<file path="src/inc/ffa_pkg.sv">
// shared constants, types and state codes for the flash fetch accelerator
package ffa_pkg;
    // ****************************************************************
    // widths and field positions
    // ****************************************************************
    localparam int ADDR_W = 32;
    localparam int LINE_W = 128;
    localparam int WORD_W = 32;
    localparam int TAG_W = 15;
    localparam int TAG_LSB = 4;
    localparam int WSEL_LSB = 2;
    localparam int WSEL_W = 2;
    localparam int TIM_W = 3;
    localparam int KIND_W = 2;
    localparam int KIND_DATA_BIT = 0;

    // ****************************************************************
    // mode and timing encodings
    // ****************************************************************
    localparam logic [1:0] MODE_OFF = 2'h0;
    localparam logic [1:0] MODE_PART = 2'h1;
    localparam logic [1:0] MODE_FULL = 2'h2;
    localparam logic [1:0] MODE_RSVD = 2'h3;
    localparam logic [2:0] TIM_RSVD = 3'h0;
    localparam logic [2:0] TIM_BYPASS = 3'h1;
    localparam logic [2:0] TIM_RESET = 3'h7;

    // ****************************************************************
    // flash engine access kinds
    // ****************************************************************
    localparam logic [1:0] ENG_NONE = 2'h0;
    localparam logic [1:0] ENG_PREF = 2'h1;
    localparam logic [1:0] ENG_INSTR = 2'h2;
    localparam logic [1:0] ENG_DATA = 2'h3;

    // ****************************************************************
    // types
    // ****************************************************************
    typedef enum logic [3:0] {
        ST_IDLE = 4'h1,
        ST_FETCH = 4'h2,
        ST_PFWAIT = 4'h4,
        ST_MIMIC = 4'h8
    } ffa_state_t;

    typedef struct packed {
        logic valid;
        logic seq;
        logic [KIND_W-1:0] kind;
        logic [ADDR_W-1:0] addr;
    } ffa_core_req_t;

    typedef struct packed {
        logic wr;
        logic [1:0] mode;
        logic [TIM_W-1:0] timing;
    } ffa_cfg_t;

    typedef struct packed {
        logic rdEn;
        logic [TAG_W-1:0] line;
    } ffa_flash_req_t;
endpackage

</file>
<file path="src/rtl/ffa_line_buf.sv">
// one line buffer with its line address latch, comparator and word muxes
`timescale 1ns/1ps
module ffa_line_buf #(
    parameter int LINE_W = ffa_pkg::LINE_W,
    parameter int WORD_W = ffa_pkg::WORD_W,
    parameter int TAG_W = ffa_pkg::TAG_W,
    parameter int WSEL_W = ffa_pkg::WSEL_W
) (
    input wire logic core_clk,
    input wire logic rst,
    input wire logic invalidate,
    input wire logic load,
    input wire logic [TAG_W-1:0] loadTag,
    input wire logic [LINE_W-1:0] loadLine,
    input wire logic [TAG_W-1:0] lookupTag,
    input wire logic [WSEL_W-1:0] wordSel,
    output logic hit,
    output logic [WORD_W-1:0] word
);
    logic valid_q;
    logic [TAG_W-1:0] tag_q;
    logic [LINE_W-1:0] line_q;

    // valid flag: invalidation beats a load in the same cycle so no stale line survives
    always_ff @(posedge core_clk) begin
        if (rst || invalidate) begin
            valid_q <= 1'b0;
        end else if (load) begin
            valid_q <= 1'b1;
        end
    end

    // line and line address latches
    always_ff @(posedge core_clk) begin
        if (load) begin
            tag_q <= loadTag;
            line_q <= loadLine;
        end
    end

    // comparator
    assign hit = valid_q && (tag_q == lookupTag);

    // one 4:1 multiplexer per bit of the word
    genvar b;
    generate
        for (b = 0; b < WORD_W; b++) begin : g_mux
            wire [3:0] column = {line_q[3*WORD_W+b], line_q[2*WORD_W+b],
                                 line_q[WORD_W+b], line_q[b]};
            assign word[b] = column[wordSel];
        end
    endgenerate
endmodule

</file>
<file path="src/rtl/ffa_fetch_timer.sv">
// programmable flash access length timer, gives a done pulse after len cycles
`timescale 1ns/1ps
module ffa_fetch_timer #(
    parameter int TIM_W = ffa_pkg::TIM_W
) (
    input wire logic core_clk,
    input wire logic rst,
    input wire logic start,
    input wire logic abort,
    input wire logic [TIM_W-1:0] len,
    output logic busy,
    output logic done
);
    localparam logic [TIM_W-1:0] CNT_LAST = TIM_W'(1);
    logic busy_q;
    logic [TIM_W-1:0] cnt_q;

    assign busy = busy_q;
    assign done = busy_q && (cnt_q == CNT_LAST);

    // a start restarts the count even while busy
    always_ff @(posedge core_clk) begin
        if (rst) begin
            busy_q <= 1'b0;
            cnt_q <= '0;
        end else if (start) begin
            busy_q <= 1'b1;
            cnt_q <= len;
        end else if (abort || done) begin
            busy_q <= 1'b0;
        end else if (busy_q) begin
            cnt_q <= cnt_q - CNT_LAST;
        end
    end
endmodule

</file>
<file path="src/rtl/ffa_flash_accel.sv">
// flash fetch accelerator top: line buffers, prefetch engine, wait logic
//
// Overview of operation
// - three 128-bit buffers: prefetch, branch, data
// - instruction miss stalls core, reads whole line
// - miss on running prefetch waits for it
// - next prefetch starts when flash goes idle
// - held prefetch moves in on match, dropped on a code miss
// - prefetch address is latched address plus one
// - access-kind bit zero splits code from data
// - data line crossing reads flash, aborts prefetch
// - aborted prefetch restarts after data read
// - branch target captured in branch trail buffer
// - four words, 15-bit tag, word muxes
// - data miss fills data buffer with line
// - flash busy programming drops core wait gate while a core request is valid
// - program start invalidates all buffers
// - mode 0 always flash timing, no prefetch
// - mode 1 serves sequential code hits only
// - mode 2 serves every buffer hit
// - buffered data keeps flash read timing in modes 0 and 1
// - timing of one clock means no delay
// - resets disabled, mode may change anytime
// - mode codes 00 off, 01 part, 10 full
// - timing 1 to 7 clocks, resets to 7
// - mode change invalidates all buffers
`timescale 1ns/1ps
module ffa_flash_accel #(
    parameter int LINE_W = ffa_pkg::LINE_W,
    parameter int WORD_W = ffa_pkg::WORD_W,
    parameter int TAG_W = ffa_pkg::TAG_W
) (
    input wire logic core_clk,
    input wire logic rst,
    input ffa_pkg::ffa_core_req_t coreReq,
    input ffa_pkg::ffa_cfg_t cfgIn,
    input wire logic flashProgBusy,
    input wire logic flashProgStart,
    input wire logic [LINE_W-1:0] flashLineData,
    output ffa_pkg::ffa_flash_req_t flashReq,
    output logic coreWaitGate,
    output logic coreReady,
    output logic [WORD_W-1:0] coreRdData,
    output logic [1:0] modeOut,
    output logic [ffa_pkg::TIM_W-1:0] timingOut
);
    // ****************************************************************
    // declarations
    // ****************************************************************
    ffa_pkg::ffa_state_t state_q, state_d;
    logic [1:0] cfgMode_q;
    logic [ffa_pkg::TIM_W-1:0] cfgTim_q;
    ffa_pkg::ffa_flash_req_t flashReq_q;
    logic coreWaitGate_q, coreReady_q;
    logic [WORD_W-1:0] coreRdData_q, mimicWord_q;
    logic [1:0] engKind_q;
    logic [TAG_W-1:0] engLine_q, pfNext_q, pfHeldLine_q;
    logic engSeq_q, pfWanted_q, pfHeldValid_q;
    logic [LINE_W-1:0] pfHeldData_q;

    // word select out of a whole line
    function automatic logic [WORD_W-1:0] pickWord(input logic [LINE_W-1:0] line,
                                                   input logic [ffa_pkg::WSEL_W-1:0] sel);
        pickWord = line[sel*WORD_W +: WORD_W];
    endfunction

    // ****************************************************************
    // configuration
    // ****************************************************************
    wire modeWrOk = cfgIn.wr && (cfgIn.mode != ffa_pkg::MODE_RSVD);
    wire timWrOk = cfgIn.wr && (cfgIn.timing != ffa_pkg::TIM_RSVD);
    wire modeChange = modeWrOk && (cfgIn.mode != cfgMode_q);
    wire invalidate = flashProgStart || modeChange;
    wire pfEnabled = (cfgMode_q == ffa_pkg::MODE_PART) || (cfgMode_q == ffa_pkg::MODE_FULL);
    wire modeFull = (cfgMode_q == ffa_pkg::MODE_FULL);
    wire modePart = (cfgMode_q == ffa_pkg::MODE_PART);

    // mode and timing holders, accepted at any time
    always_ff @(posedge core_clk) begin
        if (rst) begin
            cfgMode_q <= ffa_pkg::MODE_OFF;
            cfgTim_q <= ffa_pkg::TIM_RESET;
        end else begin
            if (modeWrOk) begin
                cfgMode_q <= cfgIn.mode;
            end
            if (timWrOk) begin
                cfgTim_q <= cfgIn.timing;
            end
        end
    end

    // ****************************************************************
    // request decode and buffer lookup
    // ****************************************************************
    wire engBusy, engDone, mimicDone;
    wire pfHit, btHit, dHit;
    wire [WORD_W-1:0] pfWord, btWord, dWord;
    wire isInstr = !coreReq.kind[ffa_pkg::KIND_DATA_BIT];
    wire [TAG_W-1:0] reqLine = coreReq.addr[ffa_pkg::TAG_LSB +: TAG_W];
    wire [ffa_pkg::WSEL_W-1:0] wsel = coreReq.addr[ffa_pkg::WSEL_LSB +: ffa_pkg::WSEL_W];
    wire take = (state_q == ffa_pkg::ST_IDLE) && coreReq.valid && !coreReady_q
                && !flashProgBusy && !invalidate && !engDone;
    wire instrHit = pfHit || btHit;
    wire bufHit = isInstr ? instrHit : dHit;
    wire [WORD_W-1:0] bufWord = !isInstr ? dWord : (pfHit ? pfWord : btWord);
    // which hits the mode lets through at once
    wire serveFast = bufHit && (modeFull || (modePart && isInstr && coreReq.seq));
    wire mimicGo = bufHit && !serveFast;
    wire heldMatch = pfEnabled && isInstr && pfHeldValid_q && (pfHeldLine_q == reqLine);
    wire flightMatch = pfEnabled && isInstr && engBusy && (engKind_q == ffa_pkg::ENG_PREF)
                       && (engLine_q == reqLine);
    wire goFetch = take && !bufHit && !heldMatch && !flightMatch;
    wire bypass = (cfgTim_q == ffa_pkg::TIM_BYPASS);

    // ****************************************************************
    // flash engine
    // ****************************************************************
    wire demandStart = goFetch;
    wire [1:0] demandKind = isInstr ? ffa_pkg::ENG_INSTR : ffa_pkg::ENG_DATA;
    wire pfInFlight = engBusy && (engKind_q == ffa_pkg::ENG_PREF);
    wire pfAbortByDemand = demandStart && pfInFlight;
    wire pfLaunch = !engBusy && !flashProgBusy && pfEnabled && pfWanted_q && !pfHeldValid_q
                    && !demandStart && !invalidate;
    wire engStart = demandStart || pfLaunch;
    wire engAbort = invalidate && pfInFlight;
    wire prefDone = engDone && (engKind_q == ffa_pkg::ENG_PREF);
    wire demandDone = engDone && (state_q == ffa_pkg::ST_FETCH)
                      && (engKind_q != ffa_pkg::ENG_PREF);

    ffa_fetch_timer #(.TIM_W(ffa_pkg::TIM_W)) u_flash_timer (
        .core_clk(core_clk),
        .rst(rst),
        .start(engStart),
        .abort(engAbort),
        .len(cfgTim_q),
        .busy(engBusy),
        .done(engDone)
    );

    // engine bookkeeping and flash read request
    always_ff @(posedge core_clk) begin
        if (rst) begin
            engKind_q <= ffa_pkg::ENG_NONE;
            engLine_q <= '0;
            engSeq_q <= 1'b0;
            flashReq_q <= '0;
        end else if (engStart) begin
            engKind_q <= demandStart ? demandKind : ffa_pkg::ENG_PREF;
            engLine_q <= demandStart ? reqLine : pfNext_q;
            engSeq_q <= coreReq.seq;
            flashReq_q.rdEn <= 1'b1;
            flashReq_q.line <= demandStart ? reqLine : pfNext_q;
        end else if (engDone || engAbort) begin
            engKind_q <= ffa_pkg::ENG_NONE;
            flashReq_q.rdEn <= 1'b0;
        end
    end

    // ****************************************************************
    // buffer loads
    // ****************************************************************
    wire pfMoveHeld = take && heldMatch;
    wire pfMoveFlight = (state_q == ffa_pkg::ST_PFWAIT) && prefDone;
    wire pfLoad = (demandDone && (engKind_q == ffa_pkg::ENG_INSTR) && engSeq_q)
                  || pfMoveHeld || pfMoveFlight;
    wire btLoad = demandDone && (engKind_q == ffa_pkg::ENG_INSTR) && !engSeq_q;
    wire dbLoad = demandDone && (engKind_q == ffa_pkg::ENG_DATA);
    wire [TAG_W-1:0] pfLoadTag = pfMoveHeld ? pfHeldLine_q : engLine_q;
    wire [LINE_W-1:0] pfLoadLine = pfMoveHeld ? pfHeldData_q : flashLineData;
    wire instrLoaded = pfLoad || btLoad;

    ffa_line_buf #(.LINE_W(LINE_W), .WORD_W(WORD_W), .TAG_W(TAG_W)) u_pf_buf (
        .core_clk(core_clk),
        .rst(rst),
        .invalidate(invalidate),
        .load(pfLoad),
        .loadTag(pfLoadTag),
        .loadLine(pfLoadLine),
        .lookupTag(reqLine),
        .wordSel(wsel),
        .hit(pfHit),
        .word(pfWord)
    );

    ffa_line_buf #(.LINE_W(LINE_W), .WORD_W(WORD_W), .TAG_W(TAG_W)) u_bt_buf (
        .core_clk(core_clk),
        .rst(rst),
        .invalidate(invalidate),
        .load(btLoad),
        .loadTag(engLine_q),
        .loadLine(flashLineData),
        .lookupTag(reqLine),
        .wordSel(wsel),
        .hit(btHit),
        .word(btWord)
    );

    ffa_line_buf #(.LINE_W(LINE_W), .WORD_W(WORD_W), .TAG_W(TAG_W)) u_data_buf (
        .core_clk(core_clk),
        .rst(rst),
        .invalidate(invalidate),
        .load(dbLoad),
        .loadTag(engLine_q),
        .loadLine(flashLineData),
        .lookupTag(reqLine),
        .wordSel(wsel),
        .hit(dHit),
        .word(dWord)
    );

    // ****************************************************************
    // prefetch holding latch and next line
    // ****************************************************************
    wire heldCapture = prefDone && (state_q != ffa_pkg::ST_PFWAIT) && !invalidate;
    wire heldDrop = invalidate || pfMoveHeld || (demandStart && isInstr);

    // the finished prefetch line is held in pfHeldData_q until the core asks for it
    always_ff @(posedge core_clk) begin
        if (rst) begin
            pfHeldValid_q <= 1'b0;
        end else if (heldCapture) begin
            pfHeldValid_q <= 1'b1;
        end else if (heldDrop) begin
            pfHeldValid_q <= 1'b0;
        end
    end

    always_ff @(posedge core_clk) begin
        if (heldCapture) begin
            pfHeldLine_q <= engLine_q;
            pfHeldData_q <= flashLineData;
        end
    end

    // next prefetch line, set wins over the clear at launch
    always_ff @(posedge core_clk) begin
        if (rst) begin
            pfWanted_q <= 1'b0;
            pfNext_q <= '0;
        end else if (instrLoaded && pfEnabled && !invalidate) begin
            pfWanted_q <= 1'b1;
            pfNext_q <= (btLoad ? engLine_q : pfLoadTag) + TAG_W'(1);
        end else if (pfAbortByDemand && !invalidate) begin
            pfWanted_q <= 1'b1;
        end else if (pfLaunch || invalidate) begin
            pfWanted_q <= 1'b0;
        end
    end

    // ****************************************************************
    // control state machine and wait logic
    // ****************************************************************
    wire mimicStart = take && mimicGo && !bypass;
    logic readyNow;
    logic [WORD_W-1:0] respWord;

    ffa_fetch_timer #(.TIM_W(ffa_pkg::TIM_W)) u_mimic_timer (
        .core_clk(core_clk),
        .rst(rst),
        .start(mimicStart),
        .abort(1'b0),
        .len(cfgTim_q),
        .busy(),
        .done(mimicDone)
    );

    // next state, answer strobe and answer word
    always_comb begin
        state_d = state_q;
        readyNow = 1'b0;
        respWord = bufWord;
        case (state_q)
            ffa_pkg::ST_IDLE: begin
                if (take) begin
                    if (serveFast || (mimicGo && bypass)) begin
                        readyNow = 1'b1;
                    end else if (mimicGo) begin
                        state_d = ffa_pkg::ST_MIMIC;
                    end else if (heldMatch) begin
                        readyNow = 1'b1;
                        respWord = pickWord(pfHeldData_q, wsel);
                    end else if (flightMatch) begin
                        state_d = ffa_pkg::ST_PFWAIT;
                    end else begin
                        state_d = ffa_pkg::ST_FETCH;
                    end
                end
            end
            ffa_pkg::ST_MIMIC: begin
                respWord = mimicWord_q;
                if (mimicDone) begin
                    readyNow = 1'b1;
                    state_d = ffa_pkg::ST_IDLE;
                end
            end
            ffa_pkg::ST_PFWAIT: begin
                respWord = pickWord(flashLineData, wsel);
                if (prefDone) begin
                    readyNow = 1'b1;
                    state_d = ffa_pkg::ST_IDLE;
                end else if (!engBusy || engAbort) begin
                    state_d = ffa_pkg::ST_IDLE; // lost prefetch, request is taken anew
                end
            end
            ffa_pkg::ST_FETCH: begin
                respWord = pickWord(flashLineData, wsel);
                if (engDone) begin
                    readyNow = 1'b1;
                    state_d = ffa_pkg::ST_IDLE;
                end
            end
            default: begin
                state_d = ffa_pkg::ST_IDLE;
            end
        endcase
    end

    wire gateHold = coreReq.valid && flashProgBusy;
    wire waitGate_d = (state_d == ffa_pkg::ST_IDLE) && !gateHold && !(take && !readyNow);

    // state, answer and core wait gate registers
    always_ff @(posedge core_clk) begin
        if (rst) begin
            state_q <= ffa_pkg::ST_IDLE;
            coreReady_q <= 1'b0;
            coreRdData_q <= '0;
            coreWaitGate_q <= 1'b1;
            mimicWord_q <= '0;
        end else begin
            state_q <= state_d;
            coreReady_q <= readyNow;
            coreWaitGate_q <= waitGate_d;
            if (readyNow) begin
                coreRdData_q <= respWord;
            end
            if (mimicStart) begin
                mimicWord_q <= bufWord;
            end
        end
    end

    assign flashReq = flashReq_q;
    assign coreWaitGate = coreWaitGate_q;
    assign coreReady = coreReady_q;
    assign coreRdData = coreRdData_q;
    assign modeOut = cfgMode_q;
    assign timingOut = cfgTim_q;
endmodule

</file>
<file path="config.mk">
export PLATFORM = sky130hd
export DESIGN_NAME = ffa_flash_accel
export DESIGN_NICKNAME = d
export VERILOG_FILES = /design/src/inc/ffa_pkg.sv /design/src/rtl/ffa_line_buf.sv /design/src/rtl/ffa_fetch_timer.sv /design/src/rtl/ffa_flash_accel.sv
export SDC_FILE = /design/constraint.sdc
export NUM_CORES = 1
export LEC_CHECK = 0
export ABC_AREA = 1
export BUFFER_PORTS_ARGS = -buffer_cell sky130_fd_sc_hd__buf_4
export CAP_MARGIN = 10
export CORE_MARGIN = 2
export CORE_UTILIZATION = 43
export DETAILED_ROUTE_END_ITERATION = 12
export GPL_TIMING_DRIVEN = 0
export PLACE_DENSITY = 0.7
export SLEW_MARGIN = 20
export SYNTH_ARGS = -nofsm -noshare
export SYNTH_HDL_FRONTEND = slang
export SYNTH_SLANG_ARGS = --single-unit
</file>
<file path="constraint.sdc">
create_clock -name core_clk -period 20.3 [get_ports core_clk]
set_input_delay 3.045 -clock core_clk [delete_from_list [all_inputs] [get_ports core_clk]]
set_output_delay 3.045 -clock core_clk [all_outputs]
set_load 0.005 [all_outputs]
</file>
==> results.py <==
metrics = {
    "drt": {
        "drt_pass1_iterations": 7,
        "dr.first_iter.drc_count": 4673,
        "route.vias.total": 28700,
        "wl_per_cell_um": 24.9,
        "drc": 0,
        "totalWireLength_um": 121000,
        "ant_nets": 0,
        "viasPerCell": 5.92,
    },
    "logic_synthesis": {
        "yosysUniqueCellTypes": 50,
        "yosysSeqAreaShare_pct": 60.6,
        "syn_area_mm2": 0.0324,
        "synthArstFlopShare_pct": 0,
        "synth_ff_type": "edfxtp_1",
        "synth_edf_count": 572,
        "ys_seq_elements": 693,
        "yosysWarnings": 0,
        "syn_nets": 3683,
        "syn_avg_cell_area_um2": 9.24,
        "synthCells": 3502,
    },
    "sta": {
        "hold_violations": 0,
        "clock_skew_ns": 0.0369,
        "min_period_ns": 5.97,
        "finalSetupTns_ns": 0,
        "worst_pin_slew_ns": 1.19,
        "rsz0062_at_grt": "false",
        "timing.fmax_mhz": 168,
        "maxSlewViolCount": 0,
        "setup_violations": 0,
        "slew_headroom_pct": 20.6,
        "fin_crit_sh_pct": 29.4,
    },
    "critical_path": {
        "cp-start-kind": "primary input",
        "cp.required_ns": 20.83,
        "startpoint": "coreReq[3]",
        "crit_type": "in -> reg",
        "cp.arrival_ns": 6.49,
        "reg2reg_from": "modeOut[0]",
        "cp-end-kind": "register",
        "cp_max_fo": 10,
    },
    "clock_tree": {
        "cts_buffers": 74,
        "clock-sinks": 693,
        "hold_buffers": 0,
        "clockBufferDepth": 3,
        "ctsResizeCount": 0,
        "path_clk_slew_ns": 0.06,
        "cts_setup_buffers": 0,
        "clk_root_buffer_cell": "clkbuf_16",
        "htreeDepth": 3,
        "cts_tree": "yes",
        "clk_latency_ns": 0.65,
    },
    "floorplanning": {
        "start_util_pct": 43.5,
        "core_mm2": 0.0744,
        "die_width_um": 278,
        "io_pins": 229,
        "rows": 100,
        "die_h_um": 278,
        "die_area_mm2": 0.0774,
    },
    "placement": {
        "io_buffers": 205,
        "gp_congestion": 0.958,
        "hpwl_um": 84000,
    },
    "final_layout": {
        "final_common_cell": "nand2_1",
        "layout_common_cells": "nand2_1 (732), edfxtp_1 (572), nor2_1 (523)",
        "nNetsFinal": 4000,
        "syn_to_final_growth_pct": 17.5,
        "drive_gt1_share_pct": 12.6,
    },
    "global_routing": {
        "use_met2_pct": 48.7,
        "grt_pass1_wl_um": 173000,
        "grt_busiest_layer": "met2",
        "grt_pass1_vias": 27100,
        "grt_use_met1_pct": 37.2,
        "use_met3_pct": 8.75,
        "grt_max_degree": 96,
        "grt_overflow": 0,
        "grt.total_usage_pct": 30.4,
        "antenna_found_initial": 13,
    },
    "power": {
        "vdd_drop_max_mv": 0.0620,
        "finalPower_w": 0.00322,
        "power_density_mw_per_mm2": 84.7,
        "power.leakage_nw": 14.8,
    },
    "flow_run": {
        "cap_violations": 0,
    },
    "min_path": {
        "hold_path.class": "reg -> reg",
        "hold_start": "u_data_buf.valid_q",
    },
    "outcome": {
        "status": "finished, final reports clean",
    },
}
-- critical path, cell delays in order --
cell and delay (ns):
clkbuf_1 0.40, clkbuf_1 0.69, clkbuf_1 0.79, clkbuf_1 0.79
a21oi_1 0.12, o21ai_0 0.20, nand3_1 0.16, a21oi_1 0.22
nor2_1 0.05
-- worst paths after layout --
kind | end | cells after the start | slack [ns]
worst min-delay path | u_data_buf.valid_q | 1 | 0.47
worst max register to register | u_pf_buf.line_q[95] | 14 | 16.30
worst max-delay path | coreRdData[12] | 9 | 14.33
worst min register to register | u_data_buf.valid_q | 1 | 0.47
-- metal layers --
| metal | part of all wire (%) | vias up | wire length (um) |
|---|---|---|---|
| met5 | 0.095 | - | 115 |
| met4 | 5.7 | 20 | 6940 |
| met3 | 14 | 481 | 16700 |
| met2 | 45 | 2211 | 54600 |
| met1 | 35 | 13300 | 42300 |
| li1 | - | 12700 | - |
-- through the flow --
step	cells	worst slack (ns)	util [%]	instance area [um^2]	hold WS (ns)
3_3_place_gp	4676	0.0153	47.2	35100	0.450
3_5_place_dp	4712	13.91	47.7	35500	0.458
6_report	4855	14.33	51.1	38000	0.473
4_1_cts	4850	14.57	51.0	38000	0.471
2_1_floorplan	3502	6.37	-	32400	0.441
5_1_grt	4851	14.37	51.0	38000	0.499
-- state kept, by name, indices dropped and copies added, names as in the netlist, 2 cells and up --
name,cells
coreRdData,32
u_data_buf.tag_q,15
timingOut,3
u_mimic_timer.cnt_q,3
pfHeldLine_q,15
u_pf_buf.line_q,128
pfHeldData_q,128
state_q,4
u_bt_buf.line_q,128
u_pf_buf.tag_q,15
u_bt_buf.tag_q,15
mimicWord_q,32
u_flash_timer.cnt_q,3
modeOut,2
engLine_q,15
pfNext_q,15
u_data_buf.line_q,128
engKind_q,2
-- logic make-up after synthesis --
logic type	synth area share, %
adder cells (fa/ha/maj)	0.271
multiplexers	0.0309
buffers and inverters	5.72
AND/OR/NAND/NOR	19.6
flip-flops	60.6
XOR/XNOR	0.623
AO/OA/AOI/OAI	13.1
-- power by group --
part	internal [W]	switching, W	leakage [nW]	total (W)
registers	0.00154	0.00000641	6.13	0.00155
logic	0.0000778	0.000184	7.45	0.000262
clock network	0.000821	0.000590	1.23	0.00141
total	0.00244	0.000781	14.8	0.00322
-- cells in the mapped netlist, types with 21 or more instances --
cell type    n  share of area, %
clkbuf_1   124               1.4
nor2_1     523               6.1
nand2_1    733               8.5
a32oi_1     28              0.76
inv_1      224               2.6
o221ai_1    32              0.87
nor3_1      21              0.32
edfxtp_1   572                53
nand4_1     55               1.1
buf_1       24              0.28
nand3_1    138               2.1
o21ai_0    487               7.5
buf_2       45              0.70
dfxtp_1    121               7.5
a21oi_1    203               3.1
inv_2       22              0.26
-- area by class of cell --
class / count / area, um^2
clock inverter: 32 / 357
tap: 969 / 1210
antenna: 5 / 12.5
sequential: 693 / 19600
multi-input combinational: 2351 / 10900
inverter: 249 / 942
fill: 6777 / 36400
timing repair buffer: 241 / 1900
clock buffer: 106 / 2160
buffer: 209 / 916
No activity file was read; power rests on OpenSTA's default activity.
